File: config.mk
export PLATFORM = sky130hd
export DESIGN_NAME = dcs_top
export DESIGN_NICKNAME = d
export VERILOG_FILES = /design/src/rtl/dcs_pkg.sv /design/src/rtl/dcs_top.sv
export SDC_FILE = /design/constraint.sdc
export NUM_CORES = 1
export LEC_CHECK = 0
export ABC_AREA = 1
export BUFFER_PORTS_ARGS = -buffer_cell sky130_fd_sc_hd__buf_4
export CORE_ASPECT_RATIO = 1.25
export CORE_MARGIN = 2
export CORE_UTILIZATION = 60
export DETAILED_ROUTE_END_ITERATION = 12
export HOLD_SLACK_MARGIN = 0.08
export PLACE_DENSITY = 0.82
export SYNTH_ARGS = -nofsm -noshare
export SYNTH_HDL_FRONTEND = slang
export SYNTH_SLANG_ARGS = --single-unit
File: constraint.sdc
create_clock -name CLOCK -period 6.8 [get_ports CLOCK]
set_input_delay 1.02 -clock CLOCK [delete_from_list [all_inputs] [get_ports CLOCK]]
set_output_delay 1.02 -clock CLOCK [all_outputs]
set_load 0.02 [all_outputs]
File: src/rtl/dcs_pkg.sv
// shared constants and types for the dual counter stopwatch control
package dcs_pkg;
    localparam int CLK_PERIOD_NS = 25;
    localparam int PRESET_PERIOD_NS = 400_000_000;
    localparam int PRESET_CYCLES = PRESET_PERIOD_NS / CLK_PERIOD_NS;
    localparam int DEBOUNCE_NS = 1_000_000;
    localparam int DEBOUNCE_CYCLES = (DEBOUNCE_NS + CLK_PERIOD_NS - 1) / CLK_PERIOD_NS;
    localparam logic [7:0] ADDR_CTRL = 8'h00;
    localparam logic [7:0] ADDR_COUNT = 8'h04;
    localparam logic [7:0] ADDR_STATUS = 8'h08;
    localparam int CTRL_RUN_BIT = 0;
    localparam int CTRL_CLEAR_BIT = 1;
    localparam int CTRL_LAST_BIT = 2;
    localparam logic [15:0] BCD_ZERO = 16'h0000;
    localparam logic [3:0] DIGIT_TOP_DEC = 4'h9;
    localparam logic [3:0] DIGIT_TOP_SIX = 4'h5;
    localparam logic [2:0] FN_1 = 3'h0;
    localparam logic [2:0] FN_2 = 3'h1;
    localparam logic [2:0] FN_3 = 3'h2;
    localparam logic [2:0] FN_4 = 3'h3;
    localparam logic [2:0] FN_5 = 3'h4;
    localparam logic [2:0] FN_6 = 3'h5;
    localparam logic [2:0] FN_7 = 3'h6;
    typedef enum logic [2:0] {ST_IDLE, ST_RUN, ST_HOLD, ST_MATCH, ST_FINAL} dcs_state_e;
    typedef struct packed {
        logic [15:0] bcd;
        logic [3:0] blank;
        logic dp;
        logic show_c2;
    } dcs_disp_s;
endpackage

File: src/rtl/dcs_top.sv
// control logic of a two-counter four-digit stopwatch/timer with a wishbone slave
`timescale 1ns/1ps
`default_nettype none
module dcs_top #(
    parameter int PRESET_DIV = dcs_pkg::PRESET_CYCLES,
    parameter int DEBOUNCE_DIV = dcs_pkg::DEBOUNCE_CYCLES
) (
    // clock and reset
    input wire logic CLOCK,
    input wire logic RST_N,
    // wishbone slave
    input wire logic WB_CYC_I,
    input wire logic WB_STB_I,
    input wire logic WB_WE_I,
    input wire logic [7:0] WB_ADR_I,
    input wire logic [3:0] WB_SEL_I,
    input wire logic [31:0] WB_DAT_I,
    output logic [31:0] WB_DAT_O,
    output logic WB_ACK_O,
    // option and control pins, active low
    input wire logic [6:0] FUNC_SEL_N,
    input wire logic [2:0] SCALE_SEL_N,
    input wire logic MATCH_EN_N,
    input wire logic RUN_TOGGLE_N,
    input wire logic CLEAR_N,
    input wire logic LAST_EVENT_N,
    input wire logic [3:0] PRESET_DIGIT_N,
    // preset digit 4 doubles as standby indicator
    output logic STANDBY_O,
    output logic STANDBY_OE,
    // counter clock and cascade pins
    input wire logic COUNT_TICK,
    input wire logic COUNT1_ENABLE_IN_N,
    input wire logic COUNT2_ENABLE_IN_N,
    output logic COUNT1_FULL_OUT_O,
    output logic COUNT1_FULL_OUT_OE,
    output logic COUNT2_FULL_OUT_O,
    output logic COUNT2_FULL_OUT_OE,
    // display and comparator
    output dcs_pkg::dcs_disp_s DISP,
    output logic MATCH_OUT
);
    logic [20:0] sync1;
    logic [20:0] sync2;
    logic [6:0] fsel_n;
    logic [2:0] scale;
    logic cmp_on;
    logic [3:0] ev_raw;
    logic [3:0] ev;
    logic [3:0] prog_n;
    logic c1en_n;
    logic c2en_n;
    logic tick_s;
    logic tick_q;
    logic tick;
    logic [2:0] fn;
    logic f15;
    logic ev_run;
    logic ev_clear;
    logic ev_last;
    logic sw_wr;
    logic [31:0] prescnt;
    logic preset_en;
    logic [1:0] settle;
    logic lock;
    logic standby_done;
    logic dp_cleared;
    dcs_pkg::dcs_state_e state;
    dcs_pkg::dcs_state_e next_state;
    // local aliases, since nothing is imported from the package
    localparam dcs_pkg::dcs_state_e ST_IDLE = dcs_pkg::ST_IDLE;
    localparam dcs_pkg::dcs_state_e ST_RUN = dcs_pkg::ST_RUN;
    localparam dcs_pkg::dcs_state_e ST_HOLD = dcs_pkg::ST_HOLD;
    localparam dcs_pkg::dcs_state_e ST_MATCH = dcs_pkg::ST_MATCH;
    localparam dcs_pkg::dcs_state_e ST_FINAL = dcs_pkg::ST_FINAL;
    logic run1;
    logic run2;
    logic show_c2;
    logic live;
    logic blank_all;
    logic next_run1;
    logic next_run2;
    logic next_show_c2;
    logic next_live;
    logic next_blank_all;
    logic clr1;
    logic clr2;
    logic load_held;
    logic hit;
    logic [15:0] c1;
    logic [15:0] c2;
    logic [15:0] held;
    logic [3:0] m6_c1;
    logic [3:0] m6_c2;
    logic [15:0] shown;
    logic full1;
    logic full2;

    function automatic logic [3:0] mod6_mask(input logic [2:0] code, input logic second);
        logic [3:0] m;
        m = 4'h0;
        if (!code[2] || second) begin
            unique case (code[1:0])
                2'b01: m = 4'h8;
                2'b10: m = 4'h4;
                2'b11: m = 4'h2;
                default: m = 4'h0;
            endcase
        end
        return m;
    endfunction

    function automatic logic [3:0] digit_top(input logic six);
        return six ? dcs_pkg::DIGIT_TOP_SIX : dcs_pkg::DIGIT_TOP_DEC;
    endfunction

    // ripple step through four bcd digits, wrapping each at its own modulus
    function automatic logic [15:0] bcd_step(input logic [15:0] v, input logic [3:0] m6, input logic down);
        logic [15:0] r;
        logic carry;
        logic [3:0] d;
        logic [3:0] top;
        r = v;
        carry = 1'b1;
        for (int i = 0; i < 4; i++) begin
            d = v[4*i +: 4];
            top = digit_top(m6[i]);
            if (carry) begin
                if (down) begin
                    r[4*i +: 4] = (d == 4'h0) ? top : d - 4'h1;
                    carry = (d == 4'h0);
                end else begin
                    r[4*i +: 4] = (d >= top) ? 4'h0 : d + 4'h1;
                    carry = (d >= top);
                end
            end
        end
        return r;
    endfunction

    function automatic logic is_full(input logic [15:0] v, input logic [3:0] m6);
        logic f;
        f = 1'b1;
        for (int i = 0; i < 4; i++) begin
            if (v[4*i +: 4] != digit_top(m6[i])) begin
                f = 1'b0;
            end
        end
        return f;
    endfunction

    // every option, control and counter pin is foreign to CLOCK, so all pass two flops first
    always_ff @(posedge CLOCK or negedge RST_N) begin
        if (!RST_N) begin
            sync1 <= 21'h1FFFFF;
            sync2 <= 21'h1FFFFF;
        end else begin
            sync1 <= {COUNT_TICK, COUNT2_ENABLE_IN_N, COUNT1_ENABLE_IN_N, PRESET_DIGIT_N, LAST_EVENT_N, CLEAR_N,
                      RUN_TOGGLE_N, MATCH_EN_N, SCALE_SEL_N, FUNC_SEL_N};
            sync2 <= sync1;
        end
    end

    assign fsel_n = sync2[6:0];
    assign scale = ~sync2[9:7];
    assign cmp_on = ~sync2[10];
    assign ev_raw = {sync2[14], sync2[13], sync2[12], sync2[11]};
    assign prog_n = sync2[17:14];
    assign c1en_n = sync2[18];
    assign c2en_n = sync2[19];
    assign tick_s = sync2[20];

    // lowest selected function wins; none selected runs function 1
    always_comb begin
        fn = dcs_pkg::FN_1;
        for (int i = 6; i >= 0; i--) begin
            if (!fsel_n[i]) begin
                fn = 3'(i);
            end
        end
    end
    assign f15 = (fn <= dcs_pkg::FN_5);

    // one debouncer per momentary input: run, clear, last, latch
    genvar gi;
    generate
        for (gi = 0; gi < 4; gi++) begin : g_deb
            logic stable;
            logic [31:0] cnt;
            always_ff @(posedge CLOCK or negedge RST_N) begin
                if (!RST_N) begin
                    stable <= 1'b1;
                    cnt <= 32'h0;
                    ev[gi] <= 1'b0;
                end else begin
                    ev[gi] <= 1'b0;
                    if (ev_raw[gi] == stable) begin
                        cnt <= 32'h0;
                    end else if (cnt >= 32'(DEBOUNCE_DIV - 1)) begin
                        cnt <= 32'h0;
                        stable <= ev_raw[gi];
                        ev[gi] <= stable;
                    end else begin
                        cnt <= cnt + 32'h1;
                    end
                end
            end
        end
    endgenerate

    // software events share the pin path, taken on the acked edge
    assign sw_wr = WB_CYC_I & WB_STB_I & WB_ACK_O & WB_WE_I & WB_SEL_I[0] & (WB_ADR_I == dcs_pkg::ADDR_CTRL);
    assign ev_run = ev[0] | (sw_wr & WB_DAT_I[dcs_pkg::CTRL_RUN_BIT]);
    assign ev_clear = ev[1] | (sw_wr & WB_DAT_I[dcs_pkg::CTRL_CLEAR_BIT]);
    assign ev_last = ev[2] | (sw_wr & WB_DAT_I[dcs_pkg::CTRL_LAST_BIT]);

    always_ff @(posedge CLOCK or negedge RST_N) begin
        if (!RST_N) begin
            tick_q <= 1'b0;
        end else begin
            tick_q <= tick_s;
        end
    end
    assign tick = tick_s & ~tick_q;

    // preset step rate divider
    always_ff @(posedge CLOCK or negedge RST_N) begin
        if (!RST_N) begin
            prescnt <= 32'h0;
            preset_en <= 1'b0;
        end else begin
            preset_en <= (prescnt >= 32'(PRESET_DIV - 1));
            prescnt <= (prescnt >= 32'(PRESET_DIV - 1)) ? 32'h0 : prescnt + 32'h1;
        end
    end

    // comparator strap caught once the synchronisers have settled after reset
    always_ff @(posedge CLOCK or negedge RST_N) begin
        if (!RST_N) begin
            settle <= 2'h0;
            lock <= 1'b0;
        end else if (settle != 2'h3) begin
            settle <= settle + 2'h1;
            lock <= (settle == 2'h2) & cmp_on;
        end else if (ev_clear && (!cmp_on || fn == dcs_pkg::FN_6)) begin
            lock <= 1'b0;
        end
    end

    always_ff @(posedge CLOCK or negedge RST_N) begin
        if (!RST_N) begin
            standby_done <= 1'b0;
            dp_cleared <= 1'b0;
        end else if (ev_run) begin
            standby_done <= 1'b1;
            dp_cleared <= 1'b1;
        end
    end

    assign hit = cmp_on && state == ST_RUN
                 && ((fn == dcs_pkg::FN_6 && c2 == c1) || (fn == dcs_pkg::FN_7 && c1 == dcs_pkg::BCD_ZERO));

    always_comb begin
        next_state = state;
        next_run1 = run1;
        next_run2 = run2;
        next_show_c2 = show_c2;
        next_live = live;
        next_blank_all = blank_all;
        clr1 = 1'b0;
        clr2 = 1'b0;
        load_held = 1'b0;
        if (ev_clear) begin
            next_state = ST_IDLE;
            next_run1 = 1'b0;
            next_run2 = 1'b0;
            clr2 = 1'b1;
            clr1 = (fn != dcs_pkg::FN_6);
            next_show_c2 = 1'b0;
            next_live = 1'b1;
            next_blank_all = f15;
        end else if (ev_last && (state == ST_RUN || state == ST_HOLD)) begin
            next_state = ST_FINAL;
            next_run1 = 1'b0;
            next_run2 = 1'b0;
            next_show_c2 = (fn != dcs_pkg::FN_7);
            next_live = 1'b1;
        end else if (hit) begin
            next_state = ST_MATCH;
            next_run1 = 1'b0;
            next_run2 = 1'b0;
            next_show_c2 = (fn == dcs_pkg::FN_6);
        end else if (ev_run) begin
            unique case (state)
                ST_IDLE: begin
                    if (!(lock && fn <= dcs_pkg::FN_6)) begin
                        next_state = ST_RUN;
                        next_blank_all = 1'b0;
                        next_live = 1'b1;
                        next_run2 = (fn != dcs_pkg::FN_7);
                        next_run1 = f15 ? (fn != dcs_pkg::FN_4) : (fn == dcs_pkg::FN_7);
                        next_show_c2 = (fn != dcs_pkg::FN_7);
                    end
                end
                ST_RUN: begin
                    if (fn == dcs_pkg::FN_3 || fn == dcs_pkg::FN_4) begin
                        load_held = 1'b1;
                        next_live = 1'b0;
                        clr2 = (fn == dcs_pkg::FN_3);
                    end else if (fn != dcs_pkg::FN_7) begin
                        next_state = ST_HOLD;
                        next_run2 = 1'b0;
                        next_run1 = (fn != dcs_pkg::FN_2) && (fn != dcs_pkg::FN_6) && run1;
                        next_show_c2 = (fn != dcs_pkg::FN_6);
                    end
                end
                ST_HOLD: begin
                    next_state = ST_RUN;
                    next_run2 = 1'b1;
                    next_show_c2 = 1'b1;
                    next_run1 = (fn != dcs_pkg::FN_6);
                    clr2 = (fn == dcs_pkg::FN_1 || fn == dcs_pkg::FN_2);
                end
                ST_MATCH: begin
                    next_state = ST_MATCH;
                end
                ST_FINAL: begin
                    if (fn != dcs_pkg::FN_7) begin
                        next_show_c2 = ~show_c2;
                    end
                end
            endcase
        end else if (ev[3] && (fn == dcs_pkg::FN_3 || fn == dcs_pkg::FN_4) && state == ST_RUN) begin
            next_live = 1'b1;
        end
    end

    always_ff @(posedge CLOCK or negedge RST_N) begin
        if (!RST_N) begin
            state <= ST_IDLE;
            run1 <= 1'b0;
            run2 <= 1'b0;
            show_c2 <= 1'b0;
            live <= 1'b1;
            blank_all <= 1'b1;
        end else begin
            state <= next_state;
            run1 <= next_run1;
            run2 <= next_run2;
            show_c2 <= next_show_c2;
            live <= next_live;
            blank_all <= next_blank_all;
        end
    end

    assign m6_c1 = mod6_mask(scale, 1'b0);
    assign m6_c2 = mod6_mask(scale, 1'b1);

    // counter 1: counts, or takes preset steps in functions 6 and 7 while idle
    always_ff @(posedge CLOCK or negedge RST_N) begin
        if (!RST_N) begin
            c1 <= dcs_pkg::BCD_ZERO;
        end else if (clr1) begin
            c1 <= dcs_pkg::BCD_ZERO;
        end else if (run1 && tick && !c1en_n) begin
            c1 <= bcd_step(c1, m6_c1, fn == dcs_pkg::FN_7);
        end else if (!f15 && state == ST_IDLE && preset_en) begin
            for (int i = 0; i < 4; i++) begin
                if (!prog_n[i]) begin
                    // single digit wraps alone, no carry onward
                    c1[4*i +: 4] <= (c1[4*i +: 4] >= digit_top(m6_c1[i])) ? 4'h0 : c1[4*i +: 4] + 4'h1;
                end
            end
        end
    end

    always_ff @(posedge CLOCK or negedge RST_N) begin
        if (!RST_N) begin
            c2 <= dcs_pkg::BCD_ZERO;
        end else if (clr2) begin
            c2 <= dcs_pkg::BCD_ZERO;
        end else if (run2 && tick && !c2en_n) begin
            c2 <= bcd_step(c2, m6_c2, 1'b0);
        end
    end

    // held copy of counter 2 for split display
    always_ff @(posedge CLOCK or negedge RST_N) begin
        if (!RST_N) begin
            held <= dcs_pkg::BCD_ZERO;
        end else if (load_held) begin
            held <= c2;
        end
    end

    assign full1 = is_full(c1, m6_c1);
    assign full2 = is_full(c2, m6_c2);
    assign COUNT1_FULL_OUT_O = 1'b0;
    assign COUNT1_FULL_OUT_OE = full1;
    assign COUNT2_FULL_OUT_O = 1'b0;
    assign COUNT2_FULL_OUT_OE = full2;
    assign STANDBY_O = standby_done;
    assign STANDBY_OE = f15;
    assign shown = show_c2 ? (live ? c2 : held) : c1;

    // display register; the units digit is never zero-blanked
    always_ff @(posedge CLOCK or negedge RST_N) begin
        if (!RST_N) begin
            DISP <= '0;
            MATCH_OUT <= 1'b0;
        end else begin
            DISP.bcd <= shown;
            DISP.show_c2 <= show_c2;
            DISP.dp <= f15 & ~dp_cleared;
            MATCH_OUT <= (state == ST_MATCH) && (fn == dcs_pkg::FN_6 || fn == dcs_pkg::FN_7);
            if (blank_all && f15) begin
                DISP.blank <= 4'hF;
            end else if (f15 || show_c2) begin
                DISP.blank[3] <= (shown[15:12] == 4'h0);
                DISP.blank[2] <= (shown[15:8] == 8'h00);
                DISP.blank[1] <= (shown[15:4] == 12'h000);
                DISP.blank[0] <= 1'b0;
            end else begin
                DISP.blank <= 4'h0;
            end
        end
    end

    // wishbone slave: one wait state, unmapped reads give zero
    always_ff @(posedge CLOCK or negedge RST_N) begin
        if (!RST_N) begin
            WB_ACK_O <= 1'b0;
            WB_DAT_O <= 32'h0;
        end else begin
            WB_ACK_O <= WB_CYC_I & WB_STB_I & ~WB_ACK_O;
            if (WB_CYC_I && WB_STB_I && !WB_ACK_O) begin
                unique case (WB_ADR_I)
                    dcs_pkg::ADDR_COUNT: WB_DAT_O <= {c2, c1};
                    dcs_pkg::ADDR_STATUS: WB_DAT_O <= {17'h0, fn, 3'h0, 3'(state), MATCH_OUT, lock,
                                                       standby_done, show_c2, run2, run1};
                    default: WB_DAT_O <= 32'h0;
                endcase
            end
        end
    end
endmodule // dcs_top
`default_nettype wire

==> results.py <==
metrics = {
    "setup_path": {
        "path_max_fanout": 3,
        "worstSetupPathType": "reg -> out",
        "crit_path_start_kind": "register",
        "critPathArrivalTime_ns": 2.62,
        "endpoint_kind": "primary output",
        "required_ns": 5.78,
        "worst_r2r_path_depth": 4,
    },
    "yosys": {
        "synth_top_cells_by_count": "nand2_1 (333), dfrtp_1 (280), nor2_1 (212)",
        "ys_top_cells_by_area": "dfrtp_1 (47%), dfstp_2 (8.4%), nand2_1 (8.3%)",
        "synth_top_area_frac": 0.467,
        "ys_seq_elements": 328,
        "synth_top_cell_by_area": "dfrtp_1",
        "synth_edf_count": 0,
        "synthCells": 1637,
        "ys_seq_area_frac": 0.552,
        "yosys_warnings": 0,
        "synth.most_common_cell": "nand2_1",
        "avgSynthCellArea_sq_um": 9.16,
        "synth_area_sq_um": 15000,
        "synth_top_flop_cell": "dfrtp_1",
        "synthArstFlopShare": 1.00,
        "ys_types": 56,
    },
    "clocking": {
        "cts_tree": "done",
        "clock_latency_ns": 0.57,
        "cts-root-buf": "clkbuf_16",
        "numCtsBuffers": 31,
        "cts_setup_buffers": 0,
        "cts_resized": 0,
        "clkTransAtPathRegs_ns": 0.06,
        "hold_buffers": 0,
        "cts_buffer_depth": 3,
        "cts.sinks": 328,
        "cts_htree_levels": 1,
    },
    "global_route": {
        "met3_usage": 0.0407,
        "grt_max_degree": 149,
        "antenna_found_initial": 0,
        "grt_pass1_wl_mm": 55.3,
        "grt_util_met2": 0.456,
        "grt_pass1_vias": 11700,
        "grt-busiest-layer": "met2",
        "grt_usage": 0.255,
        "overflow": 0,
        "grt_use_met1": 0.291,
    },
    "cells_and_area": {
        "syn2layout_area_growth_pct": 15.8,
        "drive_above_1_share": 0.150,
        "fin_nets": 1924,
        "multi_input_area_sq_um": 6150,
        "final_cells": 2165,
        "fillCellCount": 1817,
        "regArea_sq_um": 8270,
        "diodes": 0,
    },
    "timing": {
        "setup_violations": 0,
        "hold_violations": 0,
        "relSlewSlack": 0.228,
        "worst_pin_slew_ns": 1.16,
        "finalCritPeriodShare": 0.535,
        "final_max_slew_viol_count": 0,
        "clock.fmax_mhz": 275,
        "finalCriticalPeriod_ns": 3.64,
        "skew_ns": 0.0164,
        "setup-tns-final_ns": 0,
        "rsz0062_at_grt": "no",
    },
    "status": {
        "outcome": "completed",
    },
    "floorplanning": {
        "dieWidth_um": 145,
        "core_area_sq_um": 24500,
        "die-area_sq_um": 26300,
        "die_y_um": 181,
        "ios": 132,
        "rows": 64,
        "initial_core_util": 0.612,
    },
    "route": {
        "ant_nets": 0,
        "wl_per_cell_um": 15.2,
        "vias": 11700,
        "drt-total-wl_mm": 33.0,
        "drt_iter0_drc": 779,
        "dr.pass1.iters": 6,
        "post-route-drc-count": 0,
        "via_per_inst": 5.41,
    },
    "worst_hold_path": {
        "hold_depth": 0,
        "hp-class": "reg -> reg",
    },
    "placed_design": {
        "dp_cells": 2108,
        "gp_congestion": 0.926,
        "io_buffers": 97,
        "hpwl_mm": 22.8,
    },
    "pwr": {
        "peakVddDrop_mv": 0.305,
        "leakage_nw": 8.16,
        "power_density_nw_per_um2": 301,
    },
    "job": {
        "cap_violations": 0,
    },
}
==> worst max-delay path, cell delays in order, from the launching register on <==
cell,delay [ns]
dfstp_2,0.54
inv_1,0.04
nor2_1,0.15
inv_1,0.08
nor2_1,0.18
inv_1,0.07
ha_1,0.29
nand2_1,0.05
nor2_1,0.14
nand3_1,0.08
nor3_1,0.23
buf_4,0.20
==> layout make-up <==
type | instances | share of cell area
repair buffers | 101 | 0.0448
flip-flops and latches | 328 | 0.476
clock buffers | 46 | 0.0551
inverters | 180 | 0.0389
well taps | 330 | 0.0238
multi-input cells | 1169 | 0.354
clock inverters | 11 | 0.00699
==> placed cells by master, fill, tap and decap left out, types with 3 or more instances in the layout <==
master     count
nand2_1      333
dfrtp_1      280
nor2_1       212
inv_1        161
nand3_1      103
buf_4         99
conb_1        74
o21ai_0       52
dfstp_2       48
xor2_1        47
nor3_1        43
ha_1          43
o21ai_1       37
clkbuf_16     34
a21oi_1       26
nand4_1       23
o22ai_1       22
xnor2_1       21
o31ai_1       21
nor4_1        19
inv_2         17
o211ai_1      11
nor2_2        11
nand2_2       10
nand3_2        7
a31oi_1        6
clkbuf_1       6
clkbuf_8       6
nand2_4        5
o41ai_2        4
or2_2          4
clkinv_2       4
nor2_4         3
o21ai_2        3
nand3b_1       3
a22oi_1        3
==> where the power goes <==
group | leakage, nW | switching [mW] | internal [mW]
combinational | 3.47 | 0.740 | 0.401
clock | 0.526 | 0.738 | 1.05
sequential | 4.16 | 0.176 | 2.12
==> per-stage QoR <==
stage | hold slack, ns | area, sq um | power [mW] | utilization | setup WS [ns]
global placement | 0.347 | 16300 | 3.41 | 0.664 | 3.42
global route | 0.349 | 17400 | 5.51 | 0.708 | 2.98
detailed placement | 0.347 | 16300 | 3.44 | 0.664 | 3.37
finish | 0.347 | 17400 | 5.22 | 0.708 | 3.16
CTS | 0.347 | 17400 | 5.24 | 0.708 | 3.15
floorplan | 0.345 | 15300 | 3.05 | - | 3.89
==> cells by family after synthesis <==
family,Yosys count,synth area share
xor gates and xnor gates,68,0.0397
AOI/OAI and AO/OA,198,0.0821
adders and majority gates,43,0.0359
buffers and inverters,213,0.0566
and+or+nand+nor,786,0.234
other,1,0.000250
DFF,328,0.552
==> final timing paths <==
check,slack [ns],from,to
setup / recovery,3.16,sync2[7]$_DFF_PN1_,COUNT1_FULL_OUT_OE
hold / removal,0.35,sync1[1]$_DFF_PN1_,sync2[1]$_DFF_PN1_
setup reg to reg,4.04,WB_ACK_O$_DFF_PN0_,WB_DAT_O[26]$_DFFE_PN0P_
hold reg to reg,0.35,sync1[1]$_DFF_PN1_,sync2[1]$_DFF_PN1_
max in group asynchronous,4.81,RST_N,g_deb[3].cnt[8]$_DFF_PN0_
min in group asynchronous,0.47,RST_N,DISP[8]$_DFF_PN0_
==> layer usage <==
layer / share of wire / wire length [um] / up-vias
met2: 0.51 / 16900 / 373
li1: - / - / 5622
met1: 0.38 / 12400 / 5602
met3: 0.056 / 1850 / 117
met5: 0 / 0 / -
met4: 0.058 / 1900 / 0
==> state kept, by name, indices dropped and copies added (netlist names), 2 cells and up <==
name,flops
c2,16
WB_DAT_O,32
sync2,21
sync1,21
g_deb.stable,4
DISP,22
settle,2
c1,16
held,16
state,3
prescnt,32
g_deb.cnt,128
ev,4
(Power assumes the default switching activity.)
